[config.mk]
export PLATFORM = sky130hd
export DESIGN_NAME = trs_chan_end_flat
export DESIGN_NICKNAME = d
export VERILOG_FILES = /design/src/hdl/trs_pkg.sv /design/src/hdl/trs_link.sv /design/src/hdl/trs_chan_end.sv /design/src/flat_wrapper.sv
export SDC_FILE = /design/constraint.sdc
export NUM_CORES = 1
export LEC_CHECK = 0
export BUFFER_PORTS_ARGS = -buffer_cell sky130_fd_sc_hd__buf_2
export CAP_MARGIN = 5
export CORE_MARGIN = 2
export CORE_UTILIZATION = 55
export CTS_CLUSTER_SIZE = 30
export DETAILED_ROUTE_END_ITERATION = 7
export GPL_TIMING_DRIVEN = 0
export PLACE_DENSITY = 0.75
export SYNTH_ARGS = -nofsm -noshare
export SYNTH_HDL_FRONTEND = slang
export SYNTH_SLANG_ARGS = --single-unit
[constraint.sdc]
create_clock -name clk -period 7.33 [get_ports clk]
set_input_delay 1.0995 -clock clk [delete_from_list [all_inputs] [get_ports clk]]
set_output_delay 1.0995 -clock clk [all_outputs]
set_load 0.01 [all_outputs]
[src/hdl/trs_pkg.sv]
// shared constants for the tape block read status link
//
// How it works
// - single frame 000010011 sets end-of-file
// - forward end-of-file block also flags parity error
// - end-of-file may carry abnormal frame count
// - backward lateral or longitudinal fault flags parity
// - lone backward frame other than end-of-file: noise, no data, parity
// - mod-15 field nonzero only if last padded word taken
// - frame count not multiple of 15 sets abnormal
// - buffer at least three words, count accepted words
// - map words and mod-15 field to block length
// - data read priority: lp, eof, late, parity, m15, abnormal
// - backspace priority: lp, eof, parity, late
// - positioning ignores late; short parity block is noise
// - parity plus late, length unknown: forward then backward
// - long parity block for data: forward, retry backward
// - short parity block: discard, reissue backward read
// - write recovery short block: ignore parity error
// - report abnormal count only for data reads
// - pass end-of-file on to requester
package trs_pkg;
	// ****************************************
	// tape frames and words
	// ****************************************
	localparam int FRAME_W = 9;
	localparam int DATA_BITS = 8;
	localparam int FRAMES_PER_WORD = 4;
	localparam int WORD_W = 32;
	localparam int CNT_W = 16;
	localparam int GAP_W = 8;
	localparam int MOD_FRAMES = 15;
	localparam int GAP_FRAMES = 10;
	localparam logic [FRAME_W-1:0] EOF_PATTERN = 9'h013;
	// ****************************************
	// status word layout
	// ****************************************
	localparam int ST_EOF = 0;
	localparam int ST_PAR = 1;
	localparam int ST_LATE = 2;
	localparam int ST_ABN = 3;
	localparam int ST_LP = 4;
	localparam int ST_M15 = 5;
	localparam int M15_W = 4;
	localparam int STAT_W = 9;
	// ****************************************
	// length judgement
	// ****************************************
	localparam int MIN_BUF = 3;
	localparam int LONG_WORDS = 4;
	localparam int BUF_MAX = 8;
	localparam int WCNT_W = 8;
	localparam int RETRY_MAX = 3;
	localparam logic [1:0] LEN_LONG = 2'h0;
	localparam logic [1:0] LEN_MID = 2'h1;
	localparam logic [1:0] LEN_SHORT = 2'h2;
	// ****************************************
	// reported condition and chosen action
	// ****************************************
	localparam logic [2:0] C_NONE = 3'h0;
	localparam logic [2:0] C_LP = 3'h1;
	localparam logic [2:0] C_EOF = 3'h2;
	localparam logic [2:0] C_LATE = 3'h3;
	localparam logic [2:0] C_PAR = 3'h4;
	localparam logic [2:0] C_M15 = 3'h5;
	localparam logic [2:0] C_ABN = 3'h6;
	localparam logic [2:0] A_NONE = 3'h0;
	localparam logic [2:0] A_REPORT_LP = 3'h1;
	localparam logic [2:0] A_REPORT_EOF = 3'h2;
	localparam logic [2:0] A_REPORT_LATE = 3'h3;
	localparam logic [2:0] A_REPORT_PAR = 3'h4;
	localparam logic [2:0] A_REPORT_ABN = 3'h5;
	localparam logic [2:0] A_RETRY = 3'h6;
	localparam logic [2:0] A_REPOS = 3'h7;
	// ****************************************
	// register map and control bits
	// ****************************************
	localparam int AXI_AW = 8;
	localparam logic [7:0] OFF_CTRL = 8'h00;
	localparam logic [7:0] OFF_STATUS = 8'h04;
	localparam logic [7:0] OFF_RESULT = 8'h08;
	localparam logic [7:0] OFF_DATA = 8'h0C;
	localparam logic [7:0] OFF_BUFSZ = 8'h10;
	localparam int CTRL_GO = 0;
	localparam int CTRL_BACK = 1;
	localparam int CTRL_DATA = 2;
	localparam int CTRL_WREC = 3;
	localparam logic [WCNT_W-1:0] BUFSZ_RST = 8'h03;
	localparam logic [1:0] RESP_OKAY = 2'h0;
	localparam logic [1:0] RESP_SLVERR = 2'h2;
endpackage

[src/hdl/trs_link.sv]
// link between the tape read end and the processor input channel end
`timescale 1ns/10ps
`default_nettype none
interface trs_link;
	logic cmd_valid;
	logic cmd_ready;
	logic cmd_back;
	logic word_valid;
	logic word_ready;
	logic [trs_pkg::WORD_W-1:0] word_data;
	logic stat_valid;
	logic stat_ready;
	logic [trs_pkg::STAT_W-1:0] stat_word;
	modport dev (
		input cmd_valid, cmd_back, word_ready, stat_ready,
		output cmd_ready, word_valid, word_data, stat_valid, stat_word
	);
	modport host (
		output cmd_valid, cmd_back, word_ready, stat_ready,
		input cmd_ready, word_valid, word_data, stat_valid, stat_word
	);
endinterface
`default_nettype wire

[src/hdl/trs_chan_end.sv]
// processor side: input buffer, status judgement, recovery, AXI4-Lite registers
//
// Design decisions made here: the placing of the registers and register access over AXI4-Lite.
`timescale 1ns/10ps
`default_nettype none
module trs_chan_end #(
	parameter int BUF_MAX = trs_pkg::BUF_MAX,
	parameter int RETRY_MAX = trs_pkg::RETRY_MAX
) (
	input wire logic clk,
	input wire logic rst_b,
	trs_link.host lnk,
	input wire logic [trs_pkg::AXI_AW-1:0] s_axi_awaddr,
	input wire logic s_axi_awvalid,
	output logic s_axi_awready,
	input wire logic [31:0] s_axi_wdata,
	input wire logic [3:0] s_axi_wstrb,
	input wire logic s_axi_wvalid,
	output logic s_axi_wready,
	output logic [1:0] s_axi_bresp,
	output logic s_axi_bvalid,
	input wire logic s_axi_bready,
	input wire logic [trs_pkg::AXI_AW-1:0] s_axi_araddr,
	input wire logic s_axi_arvalid,
	output logic s_axi_arready,
	output logic [31:0] s_axi_rdata,
	output logic [1:0] s_axi_rresp,
	output logic s_axi_rvalid,
	input wire logic s_axi_rready
);
	typedef enum logic [3:0] {
		H_IDLE = 4'h1,
		H_CMD = 4'h2,
		H_RUN = 4'h4,
		H_EVAL = 4'h8
	} trs_hstate_t;
	localparam int WW = trs_pkg::WCNT_W;

	trs_hstate_t state_reg;
	logic back_reg, data_reg, wrec_reg, cur_back_reg, repos_reg;
	logic [WW-1:0] bufsz_reg, words_reg, rd_idx_reg;
	logic [1:0] retry_reg;
	logic [trs_pkg::STAT_W-1:0] stat_reg;
	logic [trs_pkg::WORD_W-1:0] buf_mem [BUF_MAX];
	logic [2:0] cond_reg, act_reg, cond_next, act_next;
	logic [1:0] len_reg, len_next;
	logic aw_hold, w_hold, wr_fire, go;
	logic [trs_pkg::AXI_AW-1:0] awaddr_reg;
	logic [31:0] wdata_reg;
	logic [3:0] wstrb_reg;
	logic lp, eof, late, par, abn, m15_nz, short_blk, len_known, can_retry;

	// ****************************************
	// status judgement
	// ****************************************
	assign lp = stat_reg[trs_pkg::ST_LP];
	assign eof = stat_reg[trs_pkg::ST_EOF];
	assign late = stat_reg[trs_pkg::ST_LATE];
	assign par = stat_reg[trs_pkg::ST_PAR];
	assign abn = stat_reg[trs_pkg::ST_ABN];
	assign m15_nz = (stat_reg[trs_pkg::ST_M15 +: trs_pkg::M15_W] != '0);
	assign short_blk = (len_next != trs_pkg::LEN_LONG);
	assign len_known = !(late && (words_reg <= WW'(trs_pkg::MIN_BUF)));
	assign can_retry = (retry_reg != 2'(RETRY_MAX));

	always_comb begin
		if (words_reg >= WW'(trs_pkg::LONG_WORDS)) len_next = trs_pkg::LEN_LONG;
		else if (words_reg == WW'(trs_pkg::MIN_BUF))
			len_next = m15_nz ? trs_pkg::LEN_MID : trs_pkg::LEN_LONG;
		else len_next = trs_pkg::LEN_SHORT;
	end

	always_comb begin
		cond_next = trs_pkg::C_NONE;
		act_next = trs_pkg::A_NONE;
		if (lp) begin
			cond_next = trs_pkg::C_LP;
			act_next = trs_pkg::A_REPORT_LP;
		end else if (eof) begin
			cond_next = trs_pkg::C_EOF;
			act_next = trs_pkg::A_REPORT_EOF;
		end else if (!cur_back_reg) begin
			if (par) begin
				cond_next = trs_pkg::C_PAR;
				act_next = trs_pkg::A_REPORT_PAR;
			end
		end else if (data_reg) begin
			if (late) begin
				cond_next = trs_pkg::C_LATE;
				act_next = trs_pkg::A_REPORT_LATE;
			end else if (par) begin
				cond_next = trs_pkg::C_PAR;
				act_next = short_blk ? trs_pkg::A_RETRY : trs_pkg::A_REPOS;
			end else if (m15_nz) begin
				cond_next = trs_pkg::C_M15;
				act_next = trs_pkg::A_REPORT_ABN;
			end else if (abn) begin
				cond_next = trs_pkg::C_ABN;
				act_next = trs_pkg::A_REPORT_ABN;
			end
		end else if (par) begin
			cond_next = trs_pkg::C_PAR;
			if (wrec_reg && short_blk) act_next = trs_pkg::A_NONE;
			else if (!len_known) act_next = trs_pkg::A_REPOS;
			else if (short_blk) act_next = trs_pkg::A_RETRY;
			else act_next = trs_pkg::A_NONE;
		end else if (late) begin
			cond_next = trs_pkg::C_LATE;
		end
	end

	// ****************************************
	// read sequencing and recovery
	// ****************************************
	assign go = wr_fire && (awaddr_reg == trs_pkg::OFF_CTRL) && wstrb_reg[0]
		&& wdata_reg[trs_pkg::CTRL_GO] && (state_reg == H_IDLE);

	always_ff @(posedge clk) begin
		if (!rst_b) begin
			state_reg <= H_IDLE;
			cur_back_reg <= 1'b0;
			repos_reg <= 1'b0;
			retry_reg <= 2'h0;
		end else begin
			case (state_reg)
				H_IDLE: if (go) begin
					state_reg <= H_CMD;
					cur_back_reg <= wdata_reg[trs_pkg::CTRL_BACK];
					repos_reg <= 1'b0;
					retry_reg <= 2'h0;
				end
				H_CMD: if (lnk.cmd_ready) state_reg <= H_RUN;
				H_RUN: if (lnk.stat_valid) state_reg <= H_EVAL;
				H_EVAL: begin
					state_reg <= H_IDLE;
					if (repos_reg) begin
						repos_reg <= 1'b0;
						cur_back_reg <= 1'b1;
						state_reg <= H_CMD;
					end else if (can_retry && (act_next == trs_pkg::A_RETRY)) begin
						retry_reg <= retry_reg + 2'h1;
						state_reg <= H_CMD;
					end else if (can_retry && (act_next == trs_pkg::A_REPOS)) begin
						retry_reg <= retry_reg + 2'h1;
						repos_reg <= 1'b1;
						cur_back_reg <= 1'b0;
						state_reg <= H_CMD;
					end
				end
				default: state_reg <= H_IDLE;
			endcase
		end
	end

	always_ff @(posedge clk) begin
		if (!rst_b) begin
			words_reg <= '0;
			stat_reg <= '0;
			cond_reg <= trs_pkg::C_NONE;
			act_reg <= trs_pkg::A_NONE;
			len_reg <= trs_pkg::LEN_LONG;
		end else begin
			if ((state_reg == H_CMD) && lnk.cmd_ready) words_reg <= '0;
			else if (lnk.word_valid && lnk.word_ready) words_reg <= words_reg + WW'(1);
			if ((state_reg == H_RUN) && lnk.stat_valid) stat_reg <= lnk.stat_word;
			if ((state_reg == H_EVAL) && !repos_reg) begin
				cond_reg <= cond_next;
				act_reg <= act_next;
				len_reg <= len_next;
			end
		end
	end

	// a repositioning pass reads the block but keeps none of its data
	always_ff @(posedge clk) begin
		if (lnk.word_valid && lnk.word_ready && !repos_reg && (words_reg < WW'(BUF_MAX)))
			buf_mem[words_reg[$clog2(BUF_MAX)-1:0]] <= lnk.word_data;
	end

	assign lnk.cmd_valid = (state_reg == H_CMD);
	assign lnk.cmd_back = cur_back_reg;
	assign lnk.word_ready = (state_reg == H_RUN) && (repos_reg || (words_reg < bufsz_reg));
	assign lnk.stat_ready = (state_reg == H_RUN);

	// ****************************************
	// AXI4-Lite register slave
	// ****************************************
	assign s_axi_awready = !aw_hold && !s_axi_bvalid;
	assign s_axi_wready = !w_hold && !s_axi_bvalid;
	assign wr_fire = aw_hold && w_hold;
	assign s_axi_arready = !s_axi_rvalid;

	always_ff @(posedge clk) begin
		if (!rst_b) begin
			aw_hold <= 1'b0;
			w_hold <= 1'b0;
			awaddr_reg <= '0;
			wdata_reg <= '0;
			wstrb_reg <= 4'h0;
			s_axi_bvalid <= 1'b0;
			s_axi_bresp <= trs_pkg::RESP_OKAY;
		end else begin
			if (s_axi_awvalid && s_axi_awready) begin
				aw_hold <= 1'b1;
				awaddr_reg <= s_axi_awaddr;
			end
			if (s_axi_wvalid && s_axi_wready) begin
				w_hold <= 1'b1;
				wdata_reg <= s_axi_wdata;
				wstrb_reg <= s_axi_wstrb;
			end
			if (wr_fire) begin
				aw_hold <= 1'b0;
				w_hold <= 1'b0;
				s_axi_bvalid <= 1'b1;
				s_axi_bresp <= ((awaddr_reg == trs_pkg::OFF_CTRL) || (awaddr_reg == trs_pkg::OFF_BUFSZ))
					? trs_pkg::RESP_OKAY : trs_pkg::RESP_SLVERR;
			end else if (s_axi_bready) begin
				s_axi_bvalid <= 1'b0;
			end
		end
	end

	always_ff @(posedge clk) begin
		if (!rst_b) begin
			back_reg <= 1'b0;
			data_reg <= 1'b1;
			wrec_reg <= 1'b0;
			bufsz_reg <= trs_pkg::BUFSZ_RST;
		end else if (wr_fire && wstrb_reg[0]) begin
			if ((awaddr_reg == trs_pkg::OFF_CTRL) && (state_reg == H_IDLE)) begin
				back_reg <= wdata_reg[trs_pkg::CTRL_BACK];
				data_reg <= wdata_reg[trs_pkg::CTRL_DATA];
				wrec_reg <= wdata_reg[trs_pkg::CTRL_WREC];
			end
			if (awaddr_reg == trs_pkg::OFF_BUFSZ) begin
				if (wdata_reg[WW-1:0] < WW'(trs_pkg::MIN_BUF)) bufsz_reg <= WW'(trs_pkg::MIN_BUF);
				else if (wdata_reg[WW-1:0] > WW'(BUF_MAX)) bufsz_reg <= WW'(BUF_MAX);
				else bufsz_reg <= wdata_reg[WW-1:0];
			end
		end
	end

	always_ff @(posedge clk) begin
		if (!rst_b) begin
			s_axi_rvalid <= 1'b0;
			s_axi_rdata <= '0;
			s_axi_rresp <= trs_pkg::RESP_OKAY;
			rd_idx_reg <= '0;
		end else if (s_axi_arvalid && s_axi_arready) begin
			s_axi_rvalid <= 1'b1;
			s_axi_rresp <= trs_pkg::RESP_OKAY;
			s_axi_rdata <= '0;
			case (s_axi_araddr)
				trs_pkg::OFF_CTRL: s_axi_rdata <= {28'h0, wrec_reg, data_reg, back_reg, 1'b0};
				trs_pkg::OFF_STATUS: s_axi_rdata <= {8'h0, words_reg, 7'h0, stat_reg};
				trs_pkg::OFF_RESULT: s_axi_rdata <= {19'h0, state_reg != H_IDLE, retry_reg,
					len_reg, cond_reg, act_reg, 2'h0};
				trs_pkg::OFF_DATA: begin
					if (rd_idx_reg < WW'(BUF_MAX))
						s_axi_rdata <= buf_mem[rd_idx_reg[$clog2(BUF_MAX)-1:0]];
					rd_idx_reg <= rd_idx_reg + WW'(1);
				end
				trs_pkg::OFF_BUFSZ: s_axi_rdata <= {24'h0, bufsz_reg};
				default: s_axi_rresp <= trs_pkg::RESP_SLVERR;
			endcase
		end else begin
			if (s_axi_rready) s_axi_rvalid <= 1'b0;
			if (go) rd_idx_reg <= '0;
		end
	end
endmodule
`default_nettype wire

[src/flat_wrapper.sv]
// flat-port wrapper written by rule: the top's interface ports become plain ports
module trs_chan_end_flat 
#(
	parameter int BUF_MAX = trs_pkg::BUF_MAX,
	parameter int RETRY_MAX = trs_pkg::RETRY_MAX
)
  (clk, rst_b, s_axi_awaddr, s_axi_awvalid, s_axi_awready, s_axi_wdata, s_axi_wstrb, s_axi_wvalid, s_axi_wready, s_axi_bresp, s_axi_bvalid, s_axi_bready, s_axi_araddr, s_axi_arvalid, s_axi_arready, s_axi_rdata, s_axi_rresp, s_axi_rvalid, s_axi_rready, lnk_cmd_valid, lnk_cmd_back, lnk_word_ready, lnk_stat_ready, lnk_cmd_ready, lnk_word_valid, lnk_word_data, lnk_stat_valid, lnk_stat_word);
  trs_link lnk_i ();
  input wire logic clk;
  input wire logic rst_b;
  input wire logic [trs_pkg::AXI_AW-1:0] s_axi_awaddr;
  input wire logic s_axi_awvalid;
  output logic s_axi_awready;
  input wire logic [31:0] s_axi_wdata;
  input wire logic [3:0] s_axi_wstrb;
  input wire logic s_axi_wvalid;
  output logic s_axi_wready;
  output logic [1:0] s_axi_bresp;
  output logic s_axi_bvalid;
  input wire logic s_axi_bready;
  input wire logic [trs_pkg::AXI_AW-1:0] s_axi_araddr;
  input wire logic s_axi_arvalid;
  output logic s_axi_arready;
  output logic [31:0] s_axi_rdata;
  output logic [1:0] s_axi_rresp;
  output logic s_axi_rvalid;
  input wire logic s_axi_rready;
  output wire logic [$bits(lnk_i.cmd_valid)-1:0] lnk_cmd_valid;
  output wire logic [$bits(lnk_i.cmd_back)-1:0] lnk_cmd_back;
  output wire logic [$bits(lnk_i.word_ready)-1:0] lnk_word_ready;
  output wire logic [$bits(lnk_i.stat_ready)-1:0] lnk_stat_ready;
  input wire logic [$bits(lnk_i.cmd_ready)-1:0] lnk_cmd_ready;
  input wire logic [$bits(lnk_i.word_valid)-1:0] lnk_word_valid;
  input wire logic [$bits(lnk_i.word_data)-1:0] lnk_word_data;
  input wire logic [$bits(lnk_i.stat_valid)-1:0] lnk_stat_valid;
  input wire logic [$bits(lnk_i.stat_word)-1:0] lnk_stat_word;
  assign lnk_cmd_valid = lnk_i.cmd_valid;
  assign lnk_cmd_back = lnk_i.cmd_back;
  assign lnk_word_ready = lnk_i.word_ready;
  assign lnk_stat_ready = lnk_i.stat_ready;
  assign lnk_i.cmd_ready = lnk_cmd_ready;
  assign lnk_i.word_valid = lnk_word_valid;
  assign lnk_i.word_data = lnk_word_data;
  assign lnk_i.stat_valid = lnk_stat_valid;
  assign lnk_i.stat_word = lnk_stat_word;
  trs_chan_end #(.BUF_MAX(BUF_MAX), .RETRY_MAX(RETRY_MAX)) u_core (.clk(clk), .rst_b(rst_b), .lnk(lnk_i), .s_axi_awaddr(s_axi_awaddr), .s_axi_awvalid(s_axi_awvalid), .s_axi_awready(s_axi_awready), .s_axi_wdata(s_axi_wdata), .s_axi_wstrb(s_axi_wstrb), .s_axi_wvalid(s_axi_wvalid), .s_axi_wready(s_axi_wready), .s_axi_bresp(s_axi_bresp), .s_axi_bvalid(s_axi_bvalid), .s_axi_bready(s_axi_bready), .s_axi_araddr(s_axi_araddr), .s_axi_arvalid(s_axi_arvalid), .s_axi_arready(s_axi_arready), .s_axi_rdata(s_axi_rdata), .s_axi_rresp(s_axi_rresp), .s_axi_rvalid(s_axi_rvalid), .s_axi_rready(s_axi_rready));
endmodule
[Word-level counts from Yosys, hierarchy flattened]
Memory sizes are Yosys's and may differ from the RTL's. A register that Yosys moved wholly into a read port is not among the register bits.
Index checks and enable logic that the tools add are counted.
Word-level totals
  flip-flop bits (word level): 109
  memories: 1
  input port bits: 103
  RAM bits: 256
  output and inout bits: 45
Cells by class
  reduce and logical (&&, ||, !) cells: 48
  add/sub/neg operators: 3
  equal/unequal tests: 22
  mux-type cells: 66
  bitwise operators: 1
  $lt $le $gt $ge: 7
Memories
  u_core.buf_mem: words 8, bits a word 32, rd ports 1, clocked after memory_dff 1, wr ports 1, line trs_chan_end.sv:44  | logic [trs_pkg::WORD_W-1:0] buf_mem [BUF_MAX];
Operators by type and width (count)
  32-bit case mux with 5 select lines: 1
  3-bit 2-to-1 mux: 24
  8-bit 2-to-1 mux: 5
  32-bit 2-to-1 mux: 1
  1-bit logical AND: 23
  2-bit 2-to-1 mux: 10
  4-bit 2-to-1 mux: 5
  8-bit by 1-bit adder with 8-bit output (second input constant): 2
  8-bit by 4-bit == test with 1-bit output (second input constant): 2
  8-bit by 5-bit == test with 1-bit output (second input constant): 2
  8-bit logical NOT: 2
  8-bit by 4-bit < comparator with 1-bit output (second input constant): 2
  1-bit 2-to-1 mux: 16
  4-bit case mux with 4 select lines: 1
  2-bit nonzero test: 5
  8-bit by 2-bit == test with 1-bit output (second input constant): 1
  8-bit by 3-bit == test with 1-bit output (second input constant): 1
  8-bit by 3-bit greater-or-equal comparator with 1-bit output (second input constant): 1
  8-bit by 4-bit > comparator with 1-bit output (second input constant): 1
  8-bit by 2-bit <= comparator with 1-bit output (second input constant): 1
  8-bit by 2-bit < comparator with 1-bit output (second input constant): 1
  8-bit < comparator: 1
  2-bit AND reduction: 4
  4-bit AND reduction: 2
  other kinds (20): 33

[Logic depth before layout (Yosys ltp)]
Gate-level depths: netlist of the first run.
  word-level depth: 19
  gate-level depth with buffers: 9
  gate-level depth less buffers: 8

[Least setup slack after synthesis of the first run]
OpenSTA, ideal clock, no wires.
  path type: input to register
  start: input port lnk_word_valid
  end: memory u_core.buf_mem[5][0] (netlist name), enable pin
  library setup time: 461 ps
  stages on the path: 6
  slack: 2462 ps
  arrival: 4407 ps
  required time: 6869 ps
  path through: and3_1 -> o311a_2 -> nor2_1 -> or4_1 -> buf_2 -> nor3_1
Between the ends
  cells in the longest elaborated chain, start to end: 5
Ends and longest elaborated chain
  start: declaration: line flat_wrapper.sv:33  | input wire logic [$bits(lnk_i.word_valid)-1:0] lnk_word_valid;
  1-bit logical AND (3 in series): line trs_chan_end.sv:176  | if (lnk.word_valid && lnk.word_ready && !repos_reg && (words_reg < WW'(BUF_MAX)))
  1-bit 2-to-1 mux: line trs_chan_end.sv:176
  1-bit 2-to-1 mux (implied by the code): line trs_chan_end.sv:177  | buf_mem[words_reg[$clog2(BUF_MAX)-1:0]] <= lnk.word_data;
  end: declaration: line trs_chan_end.sv:44
Every way passes these cells.

[Worst setup path in the final report of the first run]
  start: register u_core.repos_reg
  end: memory u_core.buf_mem[6][11] (netlist name), enable pin
Between the ends
  cells in the longest elaborated chain, start to end: 7
Ends and longest elaborated chain
  start: declaration: line trs_chan_end.sv:40  | logic back_reg, data_reg, wrec_reg, cur_back_reg, repos_reg;
  start signal: assignment: line trs_chan_end.sv:122  | repos_reg <= 1'b0;
  start signal: assignment: line trs_chan_end.sv:129  | repos_reg <= 1'b0;
  start signal: assignment: line trs_chan_end.sv:137  | repos_reg <= 1'b0;
  1-bit logical OR: line trs_chan_end.sv:182  | assign lnk.word_ready = (state_reg == H_RUN) && (repos_reg || (words_reg < bufsz_reg));
  1-bit logical AND: line trs_chan_end.sv:182
  1-bit logical AND: line trs_chan_end.sv:176
  1-bit logical AND (*) (2 in series): line trs_chan_end.sv:176
  1-bit 2-to-1 mux (*): line trs_chan_end.sv:176
  1-bit 2-to-1 mux (implied by the code) (*): line trs_chan_end.sv:177
Mark *: on every way between the ends. The rest lies on a longest branch, timed or not.

==> results of run 1 <==
where the power goes:
part           total [mW]  internal, mW  switching [mW]
clock network        1.89          1.13           0.765
registers            2.24          2.22          0.0119
logic               0.127        0.0422          0.0851
total                4.26          3.40           0.862
cell usage after synthesis, types with 11 or more instances:
cell type	n	area, µm²
ha_1	11	137.6
nand2b_1	11	68.82
edfxtp_1	256	7687
a2bb2oi_1	11	96.34
nand3_1	18	90.09
clkbuf_1	36	135.1
nor2_1	71	266.5
a21oi_1	53	265.3
o21ai_0	49	245.2
inv_1	16	60.06
mux2i_1	24	240.2
dfxtp_1	110	2202
nand2_1	84	315.3
mux4_2	64	1441
mux2_2	15	168.9
path summary, 6_finish.rpt:
check	from	end	slack, ns	cells past startpoint
max reg2reg	u_core.repos_reg	u_core.buf_mem[6][11]	3.34	11
min reg2reg	u_core.awaddr_reg[6]	u_core.awaddr_reg[6]	0.45	2
max	u_core.repos_reg	u_core.buf_mem[6][11]	3.34	11
min	u_core.awaddr_reg[6]	u_core.awaddr_reg[6]	0.45	2
per-layer routing:
| layer | track usage | share of wire | vias to the layer above | routed length (µm) |
|---|---|---|---|---|
| met4 | 0.09408 | 0.032 | 2 | 1091 |
| met3 | 0.04919 | 0.076 | 69 | 2601 |
| met1 | 0.3330 | 0.41 | 4526 | 14110 |
| met2 | 0.3931 | 0.48 | 406 | 16210 |
| li1 | - | - | 4197 | - |
| met5 | 0 | 0.00038 | - | 13 |
cell families (layout without fill, tap and decap cells):
family,count (synthesis),count (layout),synth area share
fa+ha+maj,11,11,0.009427
buf+inv,73,285,0.02014
simple gates,254,254,0.08631
other cells,1,7,0.0002569
compound gates,171,171,0.07474
xor+xnor,7,7,0.004200
flops,366,366,0.6774
mux,104,104,0.1275
area by class of cell:
class	count	area [µm²]	share of cell area
Sequential cell	366	9889	0.5741
Multi-Input combinational cell	549	4477	0.2599
Clock buffer	58	1119	0.06494
Timing Repair Buffer	140	885.9	0.05143
Tap cell	335	419.2	0.02433
Buffer	57	234.0	0.01358
Clock inverter	14	128.9	0.007482
Inverter	16	60.06	0.003487
Antenna cell	5	12.51	0.0007264
metrics by stage:
step / worst slack (ns) / hold slack, ns
6_report: 3.341 / 0.4508
5_1_grt: 3.073 / 0.4842
4_1_cts: 3.320 / 0.4530
3_5_place_dp: 3.267 / 0.4452
3_3_place_gp: -0.08220 / 0.4397
2_1_floorplan: 2.462 / 0.4308
worst reg2reg max path, cell delays in order (launching register included):
cell      delay (ns)
dfxtp_1         0.31
clkbuf_1        0.53
o21bai_1        0.22
and3_1          0.17
clkbuf_1        0.23
nor2_1          0.15
or4_1           0.48
buf_2           0.24
nor3_2          0.72
buf_6           0.27
buf_6           0.19
buf_6           0.19
==> summary.md, run 1 <==
| Metric | Value |
|---|---|
| Status | completed |
| Max FFs per register | around 260 |
| Worst slew margin | 0.2933 |
| Worst Path Max Fanout | 10 |
| # Max-Cap Violations | 0 |
| Avg WL per Cell | between 20 and 25 µm |
| Max frequency | ~250 MHz |
| Mean Syn Cell Area | 14.79 µm² |
| PostCTS Resize Cnt | 0 |
| Placed cell count | around 1500 |
| Initial antenna violation count | 4 |
| Post-Route WL | between 30000 and 40000 µm |
| WP data required | 7.55 ns |
| Total CTS buffers | 39 |
| Area grow syn2layout | 17.99% |
| Clk_lat worst skew | around 0.53 ns |
| Top delay family on crit path | buffers and inverters |
| Post-synthesis instance area | about 15000 µm² |
| Die Span Y | around 170 µm |
| Die area | about 28000 µm² |
| Drt first pass iters | 5 |
| CTS sink cnt | between 300 and 400 |
| Commonest non-fill, non-tap cell in the layout | edfxtp_1 |
| Vias per std cell | approximately 6.0 |
| Slew at the pin closest to its max-slew limit | about 1.1 ns |
| Number of fill cells | 1788 |
| Cells after Synth | just under 1000 |
| CTS tree | done |
| Peak VDD IR | roughly 0.17 mV |
| RePlAce Congestion | roughly 0.92 |
| Number of DRC markers in iteration 0 | a little over 900 |
| EDFF count, synth | about 260 |
| Pins Over Slew Limit | 0 |
| CP Cell Sequence | clkbuf_1 -> o21bai_1 -> and3_1 -> clkbuf_1 -> nor2_1 -> or4_1 -> buf_2 -> nor3_2 -> buf_6 -> buf_6 -> buf_6 |
| Std cell rows | 59 |
| Critical Path Start Type | flop |
| Placed cell areas | 15970 µm² |
| Effective utilization at floorplan | 0.5602 |
| Clock skew | around 0.016 ns |
| Port bufs | around 120 |
| RSZ-0062 raised after global routing | no |
| Warnings from Yosys | 0 |
| Worst hold path type | reg2reg |
| Wire length of the first global-routing pass | around 52000 µm |
| GR Overflow Total | 0 |
| Tot Pwr | ~4.3 mW |
| Final period util | 0.5442 |
| CTS H-tree depth | 2 |
| Power Density | approximately 250 nW/µm² |
| Reg clk slew, reported paths | around 0.060 ns |
| TNS Setup | 0 ns |
| Setup CP Type | reg2reg |
| Vias | around 9000 |
| Post-route insts no fill | around 1500 |
| Post-synth cell types | 65 |
| Largest net degree at the start of global routing | 25 |
| Fraction of layout cells with a size suffix above 1 | 0.2558 |
| CP Capture Type | flop |
| Final net count | approximately 1300 |
| CTS max path bufs | 3 |
| Crit path DAT | between 4 and 5 ns |
| Post-CTS Hold Buffers | 0 |
| Seq/Total Area, Yosys | 0.6774 |
| Register bit count reported by yosys | 366 |
| Die extent in x | about 170 µm |
| Core box area | 26060 µm² |
| Cell mode on critical path | buf_6 |
| Placed wire-length estimate | approximately 23000 µm |
| Fin. Hold Viols | 0 |
| Antenna Nets Post-Route | 0 |
| Total track usage | 0.2446 |
| Final Util | 0.6610 |
| Clock Root Buffer | clkbuf_16 |
| Most frequent cells in the layout | edfxtp_1, buf_2, dfxtp_1, nand2_1, nor2_1 |
| Post-layout min period | approximately 4 ns |
| Post-synth ARST share | 0 |
| Final instance area | ~17000 µm² |
| Leakage | 5.913 nW |
| DRC errors left | 0 |
| Postcts setup bufs | 0 |
| I/O pin cnt | 148 |
| Final setup fails | 0 |
| Synth Flop Type | edfxtp_1 |
| Largest stage delay on the critical path | approximately 0.72 ns |
| Vias in the first global route | between 9000 and 10000 |
| Worst Path Buf+Inv | 6 |
| Worst path slowest cell | nor3_2 |
No activity file was read; power rests on OpenSTA's default activity.
==> inputs of run 2 (changes only) <==
- clock period: 7.33 -> 4 ns (I/O delays scaled with it)
==> run 2 against run 1 <==
The run now ends with design-rule violations left. Final cell count barely moved. Power rose by 83%. Register-to-register slack got worse by 3.2 ns. Global-route usage increased by 0.054 points. Worst hold slack worse by 0.18 ns. Critical endpoint is now u_core.buf_mem[7][12].
==> summary.md, run 2 (synthesis gave the netlist of run 1 again) <==
| Metric | Value |
|---|---|
| Post-Route WL | around 34000 µm |
| Status | complete, but fails checks |
| Crit path DAT | around 4 ns |
| Total track usage | 0.2451 |
| Antenna Nets Post-Route | 0 |
| Post-CTS Hold Buffers | 0 |
| Met2 routed WL | around 16000 µm |
| Worst Path Max Fanout | 9 |
| CP Capture Type | flop |
| Pins Over Slew Limit | 0 |
| Max FFs per register | 256 |
| Tot Pwr | slightly below 8 mW |
| Number of DRC markers in iteration 0 | 840 |
| Drt first pass iters | 8 |
| Max frequency | 260.5 MHz |
| Critical Path Start Type | flop |
| Clock Root Buffer | clkbuf_16 |
| Leakage | between 5 and 6 nW |
| # Max-Cap Violations | 0 |
| Die Span Y | about 170 µm |
| Fraction of layout cells with a size suffix above 1 | 0.2560 |
| Pre-CTS setup slack | around 0.021 ns |
| Effective utilization at floorplan | 0.5602 |
| Vias in the first global route | just over 9000 |
| Final Util | 0.6614 |
| Fin. Hold Viols | 0 |
| Placed wire-length estimate | 23170 µm |
| CTS tree | done |
| Initial antenna violation count | 4 |
| Fin worst setup slack | about 0.16 ns |
| WP data required | ~4.2 ns |
| Clk_lat worst skew | 0.53 ns |
| Final setup fails | 0 |
| Core box area | around 26000 µm² |
| Final net count | between 1000 and 1500 |
| Vias per std cell | 6.008 |
| GR Overflow Total | 0 |
| Commonest non-fill, non-tap cell in the layout | edfxtp_1 |
| Wire length of the first global-routing pass | ~52000 µm |
| Worst hold path type | in2reg |
| DRT met1 WL | 14010 µm |
| Largest net degree at the start of global routing | 25 |
| Most frequent cells in the layout | edfxtp_1, buf_2, dfxtp_1, nand2_1, nor2_1 |
| Area grow syn2layout | 18.05% |
| Worst slew margin | 0.2984 |
| Uppermost layer routed | met5 |
| Die area | around 28000 µm² |
| Setup CP Type | reg2reg |
| Peak VDD IR | between 0.3 and 0.4 mV |
| RSZ-0062 raised after global routing | no |
| I/O pin cnt | around 150 |
| Failing checks | design-rule violations |
| CTS H-tree depth | 2 |
| DRC errors left | 2 |
| Avg WL per Cell | roughly 22 µm |
| Number of fill cells | around 1800 |
| WL met3 | around 2700 µm |
| Postcts setup bufs | 0 |
| RePlAce Congestion | about 0.9 |
| Std cell rows | 59 |
| Reg clk slew, reported paths | 0.06 ns |
| Power Density | between 400 and 500 nW/µm² |
| Final period util | 0.9596 |
| Post-layout min period | ~3.8 ns |
| Port bufs | between 100 and 150 |
| Total CTS buffers | 39 |
| Die extent in x | roughly 170 µm |
| CTS sink cnt | about 370 |
| Slew at the pin closest to its max-slew limit | about 1.1 ns |
| Clock skew | 0.01706 ns |
| Vias | 9246 |
| CTS max path bufs | 3 |
[run 2: critical path, cell delays in order (launching register included)]
cell	delay (ns)
dfxtp_1	0.47
ha_1	0.30
a211o_1	0.26
o211ai_1	0.12
o311a_2	0.29
nor2_1	0.10
or4_1	0.47
buf_2	0.25
nor3_2	0.64
buf_6	0.25
buf_6	0.17
buf_6	0.18
[run 2: metrics by stage]
step	TNS (ns)	cell area, µm²	hold slack (ns)	std cells
6_report	0	17230	0.2714	1539
5_1_grt	0	17220	0.2624	1534
4_1_cts	0	17220	0.2570	1535
3_3_place_gp	-630.12	15600	0.4397	1439
2_1_floorplan	-92.65	14600	0.4308	988
3_5_place_dp	0	15970	0.4452	1463
[run 2: final timing paths]
path | start | end | slack, ns | cells past startpoint
worst max-delay path | u_core.words_reg[4] | u_core.buf_mem[7][12] | 0.16 | 11
worst min-delay path | s_axi_rready | u_core.s_axi_rvalid | 0.27 | 2
worst max register to register | u_core.words_reg[4] | u_core.buf_mem[7][12] | 0.16 | 11
worst min register to register | u_core.awaddr_reg[6] | u_core.awaddr_reg[6] | 0.45 | 2
[run 2: routing by layer]
metal  GRT usage  vias up
met3     0.04943       85
met4      0.1004        2
met2      0.3918      422
met1      0.3329     4544
li1            -     4193
met5           0        -
[run 2: layout make-up]
type | instances | area (µm²) | share of cell area
clock buffers | 58 | 1119 | 0.06490
flip-flops and latches | 366 | 9889 | 0.5738
diodes | 5 | 12.51 | 0.0007260
clock inverters | 14 | 128.9 | 0.007478
well taps | 335 | 419.2 | 0.02432
inverters | 16 | 60.06 | 0.003485
plain buffers | 56 | 230.2 | 0.01336
multi-input cells | 549 | 4489 | 0.2605
repair buffers | 140 | 885.9 | 0.05140
[run 2: power by group]
part / internal, mW / switching (mW)
Clock: 2.07 / 1.40
Sequential: 4.08 / 0.0217
Combinational: 0.0773 / 0.155
[run 2: what timing repair did]
action / in CTS / in global routing
endpoints found under the setup margin: 4 / 46
pin swaps: 0 / 0
gates resized for setup: 1 / 1
==> inputs of run 3 (changes only) <==
- CORE_UTILIZATION: 55 -> 59
- PLACE_DENSITY: 0.75 -> 0.8
==> run 3 against run 2 <==
The run now ends clean. First-iteration DRC count grew 19%. Sequential cell count is the same. Register-to-register slack gained 0.13 ns. Via count grew 1.9%. Sequential power is essentially flat. Power grew 2.1%. Utilization grew 4.8 points. Final area grew 0.14%.
==> summary.md, run 3 (synthesis gave the netlist of run 1 again) <==
| Metric | Value |
|---|---|
| Die Span Y | around 160 µm |
| Post-Route WL | approximately 34000 µm |
| Initial antenna violation count | 4 |
| Final setup fails | 0 |
| Critical Path Start Type | flop |
| Core box area | about 24000 µm² |
| Largest net degree at the start of global routing | 23 |
| Area grow syn2layout | 18.21% |
| CTS sink cnt | ~370 |
| Fin. Hold Viols | 0 |
| Post-CTS Hold Buffers | 0 |
| Reg clk slew, reported paths | around 0.06 ns |
| Placed wire-length estimate | ~23000 µm |
| Clock skew | 0.01596 ns |
| Total CTS buffers | 37 |
| GR Overflow Total | 0 |
| Number of DRC markers in iteration 0 | ~1000 |
| Max frequency | between 200 and 300 MHz |
| Worst Path Max Fanout | 10 |
| Worst path slowest cell | or4_1 |
| Slew at the pin closest to its max-slew limit | around 1.0 ns |
| Die extent in x | approximately 160 µm |
| Fraction of layout cells with a size suffix above 1 | 0.2605 |
| Clock Root Buffer | clkbuf_16 |
| Max FFs per register | ~260 |
| Total track usage | 0.2690 |
| Peak VDD IR | about 0.32 mV |
| RSZ-0062 raised after global routing | no |
| Gr busiest metal | met2 |
| Effective utilization at floorplan | 0.6003 |
| Status | completed |
| Final instance area | 17260 µm² |
| Final period util | 0.9273 |
| Antenna Nets Post-Route | 0 |
| Cell mode on critical path | buf_6 |
| Largest stage delay on the critical path | between 0.4 and 0.5 ns |
| Pre-CTS setup slack | around 0.086 ns |
| Port bufs | between 100 and 150 |
| Die area | between 20000 and 30000 µm² |
| Fin Hold WS | ~0.28 ns |
| Worst hold path stage count | 2 |
| Vias per std cell | roughly 6.2 |
| CTS tree | done |
| Wire length of the first global-routing pass | around 53000 µm |
| WP data required | between 4 and 5 ns |
| RePlAce Congestion | between 0.9 and 1 |
| CTS H-tree depth | 2 |
| Most frequent cells in the layout | edfxtp_1, buf_2, dfxtp_1, nand2_1, nor2_1 |
| Leakage | between 5 and 6 nW |
| # Max-Cap Violations | 0 |
| GRT met1 Usage | 0.3478 |
| Reg2reg setup slack | approximately 0.29 ns |
| Post-layout min period | 3.709 ns |
| Crit path launch | u_core.words_reg[4] |
| Worst slew margin | 0.3351 |
| R2R cell count | 12 |
| Worst hold path type | in2reg |
| Power Density | 461.1 nW/µm² |
| Avg WL per Cell | around 23 µm |
| Setup CP Type | reg2reg |
| DRC errors left | 0 |
| CP Capture Type | flop |
| Postcts setup bufs | 0 |
| Hold path startpoint | s_axi_rready |
| TNS Setup | 0 ns |
| Clk_lat worst skew | roughly 0.52 ns |
| Std cell rows | 57 |
| Fin worst setup slack | around 0.29 ns |
| Vias in the first global route | between 9000 and 10000 |
| Reg-to-reg critical path startpoint | u_core.words_reg[4] |
| CTS max path bufs | 3 |
| Commonest non-fill, non-tap cell in the layout | edfxtp_1 |
| Pins Over Slew Limit | 0 |
| CP Cell Sequence | ha_1 -> a211o_1 -> o211ai_1 -> o311a_2 -> nor2_1 -> or4_1 -> buf_2 -> nor3_4 -> buf_6 -> buf_6 -> buf_6 -> buf_6 |
| GR Util met3 | 0.06420 |
| I/O pin cnt | between 100 and 150 |
| PostCTS Resize Cnt | 0 |
| Final net count | around 1300 |
| Hold Path End | u_core.s_axi_rvalid |
| Post-route insts no fill | around 1500 |
| Vias | approximately 9400 |
| Drt first pass iters | 8 |
| Crit path DAT | roughly 3.9 ns |
| Met2 usage | 0.4454 |
| Placed cell count | approximately 1500 |
| Placed cell areas | 15960 µm² |
| Reg-to-reg endpoint | u_core.buf_mem[5][10] |
-- run 3: changes by cell type in the layout (fill, tap and decap cells not counted), sizes merged --
| cell | previous run | this run |
|---|---|---|
| clkbuf | 93 | 81 |
| bufinv | 2 | 6 |
| diode | 5 | 2 |
| inv | 17 | 20 |
| buf | 161 | 162 |
| clkinv | 11 | 10 |
-- run 3: routing by layer --
metal  wire [µm]  share of wire
met1       13460           0.39
met2       16690           0.48
met3        3021          0.088
met4        1259          0.037
met5          13        0.00038
-- run 3: area by class of cell --
class | count | area (µm²)
antenna | 2 | 5.005
buffer | 56 | 230.2
clock buffer | 46 | 1041
clock inverter | 20 | 254.0
fill | 1492 | 7062
inverter | 16 | 60.06
multi-input combinational | 549 | 4483
sequential | 366 | 9889
tap | 324 | 405.4
timing repair buffer | 141 | 889.6
-- run 3: stage by stage --
| step | power, mW | util |
|---|---|---|
| after floorplan | 4.275 | - |
| after global placement | 4.394 | 0.6410 |
| after detailed placement | 4.403 | 0.6561 |
| after CTS | 7.993 | 0.7093 |
| after global routing | 8.161 | 0.7094 |
| final | 7.958 | 0.7096 |
-- run 3: where the power goes --
group | internal, mW | switching (mW)
Combinational | 0.0773 | 0.155
Sequential | 4.07 | 0.0212
Clock | 2.24 | 1.39
Total | 6.39 | 1.57
-- run 3: how the worst max path moves through the flow --
stage | slack [ns] | endpoint | depth (start not counted)
floorplan | -0.66 | u_core.buf_mem[5][0] | 9
global route | 0.10 | u_core.buf_mem[5][10] | 11
finish | 0.29 | u_core.buf_mem[5][10] | 12
detailed placement | 0.09 | u_core.buf_mem[5][9] | 12
global placement | -3.20 | u_core.buf_mem[5][10] | 8
CTS | 0.03 | u_core.buf_mem[5][10] | 12
-- run 3: worst max-delay path: cells and delay by family, from the launching register on --
kind	cells	cell delay [ns]
AOI/OAI and AO/OA	3	0.65
DFF	1	0.47
adders and majority gates	1	0.30
and+or+nand+nor	3	0.96
buffers and inverters	5	1.01
